[config.mk]
export PLATFORM = sky130hd
export DESIGN_NAME = ext_bus_ready_wait_control
export DESIGN_NICKNAME = d
export VERILOG_FILES = /design/src/ready_wait_pkg.sv /design/src/ext_bus_ready_wait_control.sv
export SDC_FILE = /design/constraint.sdc
export NUM_CORES = 1
export LEC_CHECK = 0
export ABC_AREA = 1
export BUFFER_PORTS_ARGS = -buffer_cell sky130_fd_sc_hd__buf_2
export CORE_MARGIN = 4
export CORE_UTILIZATION = 45
export CTS_CLUSTER_DIAMETER = 150
export DETAILED_ROUTE_END_ITERATION = 16
export HOLD_SLACK_MARGIN = 0.02
export PLACE_DENSITY = 0.75
export SYNTH_ARGS = -nofsm -noshare
export SYNTH_HDL_FRONTEND = slang
export SYNTH_SLANG_ARGS = --single-unit
[constraint.sdc]
create_clock -name sys_clk -period 3.2 [get_ports sys_clk]
set_input_delay 0.64 -clock sys_clk [delete_from_list [all_inputs] [get_ports sys_clk]]
set_output_delay 0.64 -clock sys_clk [all_outputs]
set_load 0.03 [all_outputs]
[src/ready_wait_pkg.sv]
package ready_wait_pkg;
	// System clock period at 50 MHz
	localparam int SYS_PERIOD_NS = 20;
	// One bus reference clock period spans this many system clocks
	localparam int BUS_CLK_DIV = 2;
	// Default data width of the read path
	localparam int DATA_W_DEF = 16;
	// Default width of phase and waitstate counters
	localparam int CNT_W_DEF = 4;
	// Extra bus clocks that the asynchronous synchroniser stage costs
	localparam int ASYNC_EXTRA_WAITS = 1;
	// Reset level of the bus reference clock output
	localparam logic REF_CLK_RST = 1'b0;
	// Inactive level of the low-active command strobes
	localparam logic STROBE_IDLE = 1'b1;
	// Ready sampled after reset: low, inactive only when ready is active-high
	localparam logic READY_RST = 1'b0;

	// Bus cycle phases
	typedef enum logic [2:0] {
		ST_IDLE = 3'b000,
		ST_ADDR = 3'b001,
		ST_CMD = 3'b010,
		ST_SYNC = 3'b011,
		ST_RDY = 3'b100,
		ST_HOLD = 3'b101
	} bus_state_t;
endpackage

[src/ext_bus_ready_wait_control.sv]
`timescale 1ns/100ps
// Notes on behaviour
// - Ready polarity is selectable; high or low level may mean ready.
// - Synchronous mode samples ready directly on bus clock steps, no synchroniser.
// - Asynchronous mode passes ready through a synchroniser, costing one extra waitstate.
// - First ready sample point follows the cycle's programmed phase lengths.
// - Ready sampled inactive inserts one waitstate, then samples again.
// - Ready sampled active ends the cycle and enters the closing phase.
// - Asynchronous sample point is one bus clock later than the synchronous one.
// - Mandatory waitstates complete first; ready is ignored during them.
// - Read data captured on the edge that raises the read strobe.
module ext_bus_ready_wait_control #(
	parameter int DATA_W = ready_wait_pkg::DATA_W_DEF,
	parameter int CNT_W = ready_wait_pkg::CNT_W_DEF
) (
	input wire logic sys_clk,
	input wire logic reset,
	input wire logic clk_en,
	input wire logic cycle_start,
	input wire logic cycle_write,
	input wire logic [CNT_W-1:0] addr_phase_len,
	input wire logic [CNT_W-1:0] mandatory_wait_phase,
	input wire logic [CNT_W-1:0] hold_phase_len,
	input wire logic ready_enable,
	input wire logic ready_async,
	input wire logic ready_active_high,
	input wire logic ready_in,
	input wire logic [DATA_W-1:0] read_data_in,
	output logic bus_reference_clock_out,
	output logic read_strobe_n,
	output logic write_strobe_n,
	output logic address_valid,
	output logic cycle_busy,
	output logic cycle_done,
	output logic [CNT_W-1:0] ready_wait_phase,
	output logic [DATA_W-1:0] read_data
);
	// Counters must hold at least a one-clock phase; data path must be non-empty
	initial begin
		if (CNT_W < 2 || CNT_W > 16 || DATA_W < 1) begin
			$error("ext_bus_ready_wait_control: unsupported parameter values");
		end
	end

	typedef struct packed {
		ready_wait_pkg::bus_state_t st;
		logic ref_clk;
		logic [CNT_W-1:0] cnt;
		logic [CNT_W-1:0] waits;
		logic [CNT_W-1:0] mand_len;
		logic [CNT_W-1:0] hold_len;
		logic rdy_en;
		logic rdy_async;
		logic rdy_pol;
		logic is_write;
		logic sync1;
		logic sync2;
		logic rd_n;
		logic wr_n;
		logic addr_v;
		logic busy;
		logic done;
		logic [DATA_W-1:0] rdata;
	} ctl_state_t;

	localparam logic [CNT_W-1:0] CNT_ZERO = '0;
	localparam logic [CNT_W-1:0] CNT_ONE = CNT_W'(1);

	ctl_state_t cur;
	ctl_state_t next_cur;
	logic tick;

	// Maps the pin level onto "ready" for the selected polarity
	function automatic logic ready_is_active(input logic level, input logic active_high);
		return level ~^ active_high;
	endfunction

	// Bus steps happen on the system clock whose edge ends the reference clock's high half
	assign tick = cur.ref_clk;

	always_comb begin
		next_cur = cur;
		next_cur.done = 1'b0;
		// Reference clock runs free so the external circuit can time its ready
		next_cur.ref_clk = ~cur.ref_clk;
		if (tick) begin
			// Two-stage synchroniser on bus clock steps; only stage two is looked at
			next_cur.sync1 = ready_in;
			next_cur.sync2 = cur.sync1;
			case (cur.st)
				ready_wait_pkg::ST_IDLE: begin
					if (cycle_start) begin
						// Phase programme is latched so each cycle keeps its own sample point
						next_cur.st = ready_wait_pkg::ST_ADDR;
						next_cur.cnt = addr_phase_len;
						next_cur.mand_len = mandatory_wait_phase;
						next_cur.hold_len = hold_phase_len;
						next_cur.rdy_en = ready_enable;
						next_cur.rdy_async = ready_async;
						next_cur.rdy_pol = ready_active_high;
						next_cur.is_write = cycle_write;
						next_cur.waits = CNT_ZERO;
						next_cur.addr_v = 1'b1;
						next_cur.busy = 1'b1;
					end
				end
				ready_wait_pkg::ST_ADDR: begin
					if (cur.cnt == CNT_ZERO) begin
						next_cur.st = ready_wait_pkg::ST_CMD;
						next_cur.cnt = cur.mand_len;
						next_cur.rd_n = cur.is_write;
						next_cur.wr_n = ~cur.is_write;
					end else begin
						next_cur.cnt = cur.cnt - CNT_ONE;
					end
				end
				ready_wait_pkg::ST_CMD: begin
					// Ready level is not looked at while mandatory waits run
					if (cur.cnt != CNT_ZERO) begin
						next_cur.cnt = cur.cnt - CNT_ONE;
					end else if (!cur.rdy_en) begin
						// Fixed-length cycle: ready pin plays no part
						next_cur.st = ready_wait_pkg::ST_HOLD;
					end else if (cur.rdy_async) begin
						// Sample point moves one bus clock later for the synchroniser
						next_cur.st = ready_wait_pkg::ST_SYNC;
					end else if (ready_is_active(ready_in, cur.rdy_pol)) begin
						// Synchronous ready needs no waitstate at all
						next_cur.st = ready_wait_pkg::ST_HOLD;
					end else begin
						next_cur.st = ready_wait_pkg::ST_RDY;
						next_cur.waits = cur.waits + CNT_ONE;
					end
				end
				ready_wait_pkg::ST_SYNC: begin
					// The minimum asynchronous waitstate
					next_cur.st = ready_wait_pkg::ST_RDY;
					next_cur.waits = cur.waits + CNT_W'(ready_wait_pkg::ASYNC_EXTRA_WAITS);
				end
				ready_wait_pkg::ST_RDY: begin
					if (ready_is_active(cur.rdy_async ? cur.sync2 : ready_in, cur.rdy_pol)) begin
						next_cur.st = ready_wait_pkg::ST_HOLD;
					end else if (cur.waits != {CNT_W{1'b1}}) begin
						// Not ready: one more waitstate; count saturates, cycle does not
						next_cur.waits = cur.waits + CNT_ONE;
					end
				end
				ready_wait_pkg::ST_HOLD: begin
					if (cur.cnt == CNT_ZERO) begin
						next_cur.st = ready_wait_pkg::ST_IDLE;
						next_cur.busy = 1'b0;
						next_cur.done = 1'b1;
					end else begin
						next_cur.cnt = cur.cnt - CNT_ONE;
					end
				end
				default: begin
					next_cur.st = ready_wait_pkg::ST_IDLE;
				end
			endcase
			// Entering the closing phase: strobe rises, address drops, read data latched on reads only
			if (next_cur.st == ready_wait_pkg::ST_HOLD && cur.st != ready_wait_pkg::ST_HOLD) begin
				next_cur.cnt = cur.hold_len;
				next_cur.rd_n = ready_wait_pkg::STROBE_IDLE;
				next_cur.wr_n = ready_wait_pkg::STROBE_IDLE;
				next_cur.addr_v = 1'b0;
				if (!cur.is_write) begin
					next_cur.rdata = read_data_in;
				end
			end
		end
	end

	// Single state register; clock enable freezes everything including the reference clock
	always_ff @(posedge sys_clk) begin
		if (reset) begin
			cur.st <= ready_wait_pkg::ST_IDLE;
			cur.ref_clk <= ready_wait_pkg::REF_CLK_RST;
			cur.cnt <= '0;
			cur.waits <= '0;
			cur.mand_len <= '0;
			cur.hold_len <= '0;
			cur.rdy_en <= 1'b0;
			cur.rdy_async <= 1'b0;
			cur.rdy_pol <= 1'b0;
			cur.is_write <= 1'b0;
			cur.sync1 <= ready_wait_pkg::READY_RST;
			cur.sync2 <= ready_wait_pkg::READY_RST;
			cur.rd_n <= ready_wait_pkg::STROBE_IDLE;
			cur.wr_n <= ready_wait_pkg::STROBE_IDLE;
			cur.addr_v <= 1'b0;
			cur.busy <= 1'b0;
			cur.done <= 1'b0;
			cur.rdata <= '0;
		end else if (clk_en) begin
			cur <= next_cur;
		end
	end

	assign bus_reference_clock_out = cur.ref_clk;
	assign read_strobe_n = cur.rd_n;
	assign write_strobe_n = cur.wr_n;
	assign address_valid = cur.addr_v;
	assign cycle_busy = cur.busy;
	assign cycle_done = cur.done;
	assign ready_wait_phase = cur.waits;
	assign read_data = cur.rdata;

	// Checks on the cycle sequencer
	mand_ignore_a: assert property (@(posedge sys_clk) disable iff (reset)
		(clk_en && tick && cur.st == ready_wait_pkg::ST_CMD && cur.cnt != CNT_ZERO)
		|=> (cur.st == ready_wait_pkg::ST_CMD && cur.cnt == $past(cur.cnt) - CNT_ONE))
		else $error("ready evaluated during mandatory waitstates");
	sync_notrdy_a: assert property (@(posedge sys_clk) disable iff (reset)
		(clk_en && tick && cur.st == ready_wait_pkg::ST_RDY && !cur.rdy_async
		&& !ready_is_active(ready_in, cur.rdy_pol) && cur.waits != {CNT_W{1'b1}})
		|=> (cur.st == ready_wait_pkg::ST_RDY && cur.waits == $past(cur.waits) + CNT_ONE))
		else $error("inactive ready did not insert one waitstate");
	sync_end_a: assert property (@(posedge sys_clk) disable iff (reset)
		(clk_en && tick && cur.st == ready_wait_pkg::ST_CMD && cur.cnt == CNT_ZERO && cur.rdy_en
		&& !cur.rdy_async && ready_is_active(ready_in, cur.rdy_pol))
		|=> (cur.st == ready_wait_pkg::ST_HOLD && read_strobe_n && write_strobe_n))
		else $error("synchronous ready did not end cycle without waitstate");
	async_end_a: assert property (@(posedge sys_clk) disable iff (reset)
		(clk_en && tick && cur.st == ready_wait_pkg::ST_RDY && cur.rdy_async
		&& ready_is_active(cur.sync2, cur.rdy_pol))
		|=> (cur.st == ready_wait_pkg::ST_HOLD && !address_valid))
		else $error("asynchronous ready did not end cycle");
	async_delay_a: assert property (@(posedge sys_clk) disable iff (reset)
		(clk_en && tick && cur.st == ready_wait_pkg::ST_CMD && cur.cnt == CNT_ZERO
		&& cur.rdy_en && cur.rdy_async)
		|=> (cur.st == ready_wait_pkg::ST_SYNC) ##1 (!clk_en || cur.st == ready_wait_pkg::ST_SYNC))
		else $error("asynchronous sample point not delayed");
	fixed_len_a: assert property (@(posedge sys_clk) disable iff (reset)
		(clk_en && tick && cur.st == ready_wait_pkg::ST_CMD && cur.cnt == CNT_ZERO && !cur.rdy_en)
		|=> (cur.st == ready_wait_pkg::ST_HOLD && cur.cnt == $past(cur.hold_len)))
		else $error("ready-disabled cycle did not close after waitstates");
	read_capture_a: assert property (@(posedge sys_clk) disable iff (reset)
		$rose(read_strobe_n) |-> (read_data == $past(read_data_in)))
		else $error("read data not taken on strobe rising edge");
	phase_load_a: assert property (@(posedge sys_clk) disable iff (reset)
		(clk_en && tick && cur.st == ready_wait_pkg::ST_IDLE && cycle_start)
		|=> (cur.st == ready_wait_pkg::ST_ADDR && cur.cnt == $past(addr_phase_len)
		&& cur.mand_len == $past(mandatory_wait_phase)))
		else $error("cycle phase programme not latched at start");
	polarity_a: assert property (@(posedge sys_clk) disable iff (reset)
		(clk_en && tick && cur.st == ready_wait_pkg::ST_RDY && !cur.rdy_async
		&& (ready_in != cur.rdy_pol)) |=> (cur.st == ready_wait_pkg::ST_RDY))
		else $error("ready of wrong polarity ended the cycle");
endmodule

==> Yosys cells after proc, flatten, opt, wreduce, memory -nomap -nowiden <==
Cells that the tools add are included.
{ "word_totals": {"out_inout_bits": 26, "latchBits": 0, "romBits": 0, "regBits": 47, "input_bits": 37, "ramBits": 0, "wordCells": 97, "n_memories": 0} }
{ "classes": {"add_sub_neg": 2, "div_mod_pow": 0, "multipliers": 0, "shift": 0, "n_reduce_logical": 19, "n_lt_le_gt_ge": 0, "n_bitwise": 4, "n_eq_ne": 19, "n_mux": 35} }
{ "op_table": {"columns": ["op", "n"], "rows": [
  ["$mux 4", 10],
  ["$mux 16", 2],
  ["$pmux 4 s4", 2],
  ["$mux 3", 9],
  ["$mux 20", 1],
  ["$pmux 3 s6", 1],
  ["$mux 17", 1],
  ["$ne 2x2->1 const B", 8],
  ["$reduce_and 4->1", 4],
  ["$ne 3x3->1 const B", 4],
  ["$reduce_and 10->1", 1],
  ["$reduce_bool 2->1", 5],
  ["$eq 3x3->1 const B", 3],
  ["$mux 2", 4],
  ["$reduce_bool 4->1", 2],
  ["$eq 3x2->1 const B", 2],
  ["$reduce_and 6->1", 1],
  ["$reduce_and 5->1", 1],
  ["$reduce_bool 5->1", 1],
  ["$add 4x1->4 const B", 1],
  ["$logic_not 4->1", 1],
  ["$mux 1", 4],
  ["$ne 4x4->1 const B", 1],
  ["$sub 4x1->4 const B", 1],
  ["7 further kinds", 9]
]} }

==> Longest topological paths before layout <==
{ "depth": {"depth_word": 11, "mapped_depth": 13, "depth_no_buf": 13} }

==> Worst setup path before layout <==
No wires, ideal clock.
{ "synth_path": {"path_kind": "register to register", "start": "reg cur[39] (netlist name)", "end": "reg cur (netlist bit read_data[10])", "setup_ps": 113, "required_ps": 3087, "path_buffers": 1, "stages_incl_launch_ff": 14, "path_slack_ps": 1415, "t_arrival_ps": 1671, "synth_period_minus_slack_ps": 1785, "path_cell_list": "dfxtp_1 inv_1 ha_1 nand3_2 clkinv_1 nor2_4 nor2_1 nand3_2 nand2_2 nor3_4 inv_2 buf_6 nor2_1 nor2_1"} }
{ "synth_between": {"elab_chain_len": 7, "elab_cells_between_ends": 10, "classes_between": "1 x eq/ne; 5 x mux; 4 x reduce/logical"} }
{ "synth_lines": {"columns": ["item", "line", "text"], "rows": [
  ["start: declaration", "ext_bus_ready_wait_control.sv:69", "ctl_state_t cur;"],
  ["start signal: assignment", "ext_bus_ready_wait_control.sv:196", "cur <= next_cur;"],
  ["$logic_not 4->1 or $reduce_bool 4->1 (tied branches)", "ext_bus_ready_wait_control.sv:108, ext_bus_ready_wait_control.sv:149, ext_bus_ready_wait_control.sv:119", null],
  ["$mux 3, on equally long branches", "ext_bus_ready_wait_control.sv:149, ext_bus_ready_wait_control.sv:108, ext_bus_ready_wait_control.sv:119", null],
  ["$pmux 3 s6 *", "ext_bus_ready_wait_control.sv:90", "case (cur.st)"],
  ["$mux 3 *", "ext_bus_ready_wait_control.sv:86", "if (tick) begin"],
  ["$eq 3x3->1 *", "ext_bus_ready_wait_control.sv:162", "if (next_cur.st == ready_wait_pkg::ST_HOLD && cur.st != ready_wait_pkg::ST_HOLD) begin"],
  ["$logic_and 1x1->1 *", "ext_bus_ready_wait_control.sv:162", null],
  ["$reduce_and 4->1 (no line) *", null, null]
]} }
Every way passes the cells marked *; elsewhere a longest branch is shown, timed or not. The select of a mux whose other input is x is not followed.
A chain may end at the register's enable or synchronous reset.

==> Worst setup path in the final report <==
{ "layout_path": {"start": "reg cur[39] (netlist name)", "end": "reg cur (netlist bit read_data[14])"} }
Same word-level chain as after synthesis.

==> run_results.csv <==
group,metric,value,unit
logic_synthesis,synth.distinct_cells,29,
worst_setup_path,path_max_fanout,17,
cells_and_area,syn2layout_area_growth,13.8,%
status,run_status,"completed",
logic_synthesis,synthesis.area_per_instance,7.04,µm²
worst_setup_path,startpoint_type,"register",
placed_design,place.detailed.instances,435,
placed_design,dp_hpwl,3.89,mm
worst_hold_path,worstHoldPathCells,2,
placed_design,port_buffers,62,
cells_and_area,stdcell_count,443,
sta,fmaxAchievable,428,MHz
global_route,grt.overflow.total,0,
worst_setup_path,crit_path_top_delay_cell,"sky130_fd_sc_hd__nor3_4",
sta,setup_viol_count_final,0,
global_route,gr_usage_total,17.0,%
drt,wl_per_cell,11.6,µm
logic_synthesis,seq_area_frac_synth,40.5,%
worst_hold_path,min-delay-path-class,"register to register",
sta,worst_clock_skew,10.6,ps
cts,cts-root-to-sink-buffers,2,
logic_synthesis,synthArstFlopShare,0,%
cts,clk_transition_reported_paths,90,ps
worst_setup_path,setup.worst_path.class,"register to register",
global_route,largest_net_degree_at_the_start_of_global_routing,22,
drt,drt_first_pass_iters,4,
global_route,grt_antenna_before_repair,0,
cts,cts-buffers-inserted,5,
worst_setup_path,r2r_slack,860,ps
worst_setup_path,timing.critical_path.required,3400,ps
sta,period_needed,2340,ps
cts,cts_setup_buffers,0,
floorplanning,fp.dieArea,6380,µm²
cts,clkSinkCount,47,
drt,detail_route.wirelength,5.13,mm
logic_synthesis,mappedNetlistNets,370,
global_route,grt_first_pass_wirelength,8.67,mm
cells_and_area,post_route_cells_drive_above_1_share,24.2,%
floorplanning,floorplan.die.width,79.9,µm
cells_and_area,finalNetCount,415,
floorplanning,top_level_ports,63,
power_and_ir_drop,power.ir.vdd_worst,0.241,mV
sta,maxSlewHeadroom,59.3,%
drt,drt_iter0_drc,147,
logic_synthesis,synth_seq_cells,47,
worst_setup_path,ff2ff_path_depth,12,
drt,ant_nets,0,
run,drv.max_cap_violation_count,0,
worst_setup_path,cp_slowest_stage_delay,480,ps
floorplanning,die_boundary_height,79.9,µm
sta,grt_setup_unrepaired,"false",
cts,h-tree-depth,2,
sta,report.final.slew_viol_count,0,
cts,cts_root_buffer_type,"sky130_fd_sc_hd__clkbuf_8",
floorplanning,core_area,4850,µm²
power_and_ir_drop,cellLeakagePower,1.33,nW
cts,cts_tree,"yes",
logic_synthesis,syn-instance-count,330,
placed_design,place_congestion,1.06,
sta,finalHoldViolCount,0,
global_route,first_global_vias,2044,
worst_setup_path,setup.worst_path.end_class,"register",
drt,drt_drc_violations_left,0,
sta,timing_worst_slew_pin_value,608,ps
cells_and_area,fillerInstances,509,
worst_setup_path,worst-endpoint-arrival,2540,ps
logic_synthesis,syn-cell-area,2320,µm²
floorplanning,std_cell_rows,25,
drt,vias_per_cell,4.91,
worst_setup_path,crit_chain,"inv_1 -> ha_1 -> nand3_2 -> clkinv_1 -> nor2_4 -> inv_2 -> nand3_2 -> nand2_2 -> nor3_4 -> inv_2 -> nor2_1 -> nor2_1",
cts,cts_hold_buffers,0,
floorplanning,initial_standard_cell_utilization_of_the_core,47.9,%
sta,setup_tns,0,ps
cts,post_cts_resize_count,0,
logic_synthesis,synth_ff_type,"sky130_fd_sc_hd__dfxtp_1",
logic_synthesis,edff_count_synth,0,
logic_synthesis,synth_warnings,0,
cells_and_area,fin_util,54.6,%
cts,worst_skew_pair_latency,300,ps
power_and_ir_drop,pwr_density_cell,418,nW/µm²
drt,route.vias.total,2176,
sta,timing.final.crit_share,73.1,%
cells_and_area,num_antenna_cells,0,
## registers in the layout, indices dropped and copies added (netlist names)
register and flops:
cur 21, read_data 16, ready_wait_phase 4, address_valid 1, bus_reference_clock_out 1, cycle_busy 1
cycle_done 1, read_strobe_n 1, write_strobe_n 1
## cell usage after synthesis (2+ instances only)
| library cell | count | area [µm²] |
|---|---|---|
| sky130_fd_sc_hd__o21ai_0 | 33 | 165 |
| sky130_fd_sc_hd__buf_4 | 21 | 158 |
| sky130_fd_sc_hd__nand2_1 | 53 | 199 |
| sky130_fd_sc_hd__clkbuf_1 | 4 | 15.0 |
| sky130_fd_sc_hd__nor2_4 | 2 | 22.5 |
| sky130_fd_sc_hd__ha_1 | 3 | 37.5 |
| sky130_fd_sc_hd__o211ai_1 | 4 | 30.0 |
| sky130_fd_sc_hd__nand3_1 | 13 | 65.1 |
| sky130_fd_sc_hd__inv_1 | 26 | 97.6 |
| sky130_fd_sc_hd__inv_2 | 8 | 30.0 |
| sky130_fd_sc_hd__nor3_1 | 3 | 15.0 |
| sky130_fd_sc_hd__nand3_2 | 5 | 50.1 |
| sky130_fd_sc_hd__nor2_1 | 68 | 255 |
| sky130_fd_sc_hd__a21oi_1 | 14 | 70.1 |
| sky130_fd_sc_hd__dfxtp_1 | 47 | 941 |
| sky130_fd_sc_hd__nand2_2 | 3 | 18.8 |
| sky130_fd_sc_hd__nand4_1 | 2 | 12.5 |
| sky130_fd_sc_hd__o21ai_1 | 10 | 50.1 |
## metal layers
layer / up-vias / track usage, % / routed length (µm) / part of all wire [%]
li1: 1132 / - / - / -
met3: 9 / 4.74 / 426 / 8.3
met2: 75 / 29.3 / 2330 / 45
met1: 960 / 19.9 / 2270 / 44
met5: - / 0 / 0 / 0
met4: 0 / 6.25 / 101 / 2.0
## report_power, final
part           leakage [nW]  switching (W)  total (W)  internal [W]
Combinational         0.903      0.0000774   0.000126     0.0000482
Sequential            0.381     0.00000881   0.000608      0.000599
Clock                0.0484       0.000195   0.000372      0.000177
## layout make-up
class	count	area (µm²)	share of cell area [%]
multi-input combinational	222	1070	40.4
sequential	47	941	35.6
timing repair buffer	64	325	12.3
inverter	35	131	4.97
clock buffer	7	86.3	3.26
tap	67	83.8	3.17
clock inverter	1	8.76	0.331
## logic make-up (layout without fill, tap and decap cells)
family,Yosys count,after routing,synth area share [%]
AND/OR/NAND/NOR,153,153,29.0
AO/OA/AOI/OAI,64,64,14.6
buffers and inverters,61,107,13.6
flip-flops,47,47,40.5
adder cells (fa/ha/maj),3,3,1.61
XOR/XNOR,2,2,0.754
## worst max-delay path, delay by kind of cell, from the launching register on
family                     cells  cell delay, ps
and+or+nand+nor                7            1120
DFF                            1             330
adders and majority gates      1             220
buffers and inverters          4             570
## final timing paths
check | endpoint | startpoint
worst max-delay path | read_data[14] | cur[39]
worst min-delay path | cur[28] | cur[28]
worst max register to register | read_data[14] | cur[39]
worst min register to register | cur[28] | cur[28]
## cells in the final DEF, fill, tap and decap left out, drive strengths merged
master and count:
dfxtp 47, nor3 4, o211ai 4, inv 34
clkinv 2, xnor2 1, a21oi 14, nand4 2
nor2 71, nand2 56, or2 1, o21ai 43
o311ai 1, xor2 1, clkbuf 7, nand3 18
o221ai 1, buf 64, nand3b 1, ha 3
o22ai 1
## stage by stage
step	hold slack (ps)	instance area, µm²	power, W	setup WS (ps)
after floorplan	424	2320	0.000702	1420
after global placement	445	2550	0.000745	889
after detailed placement	454	2550	0.000746	835
after CTS	467	2650	0.00112	843
after global routing	483	2650	0.00116	643
final	467	2650	0.00110	862
Power figures use the tool's default switching activity.
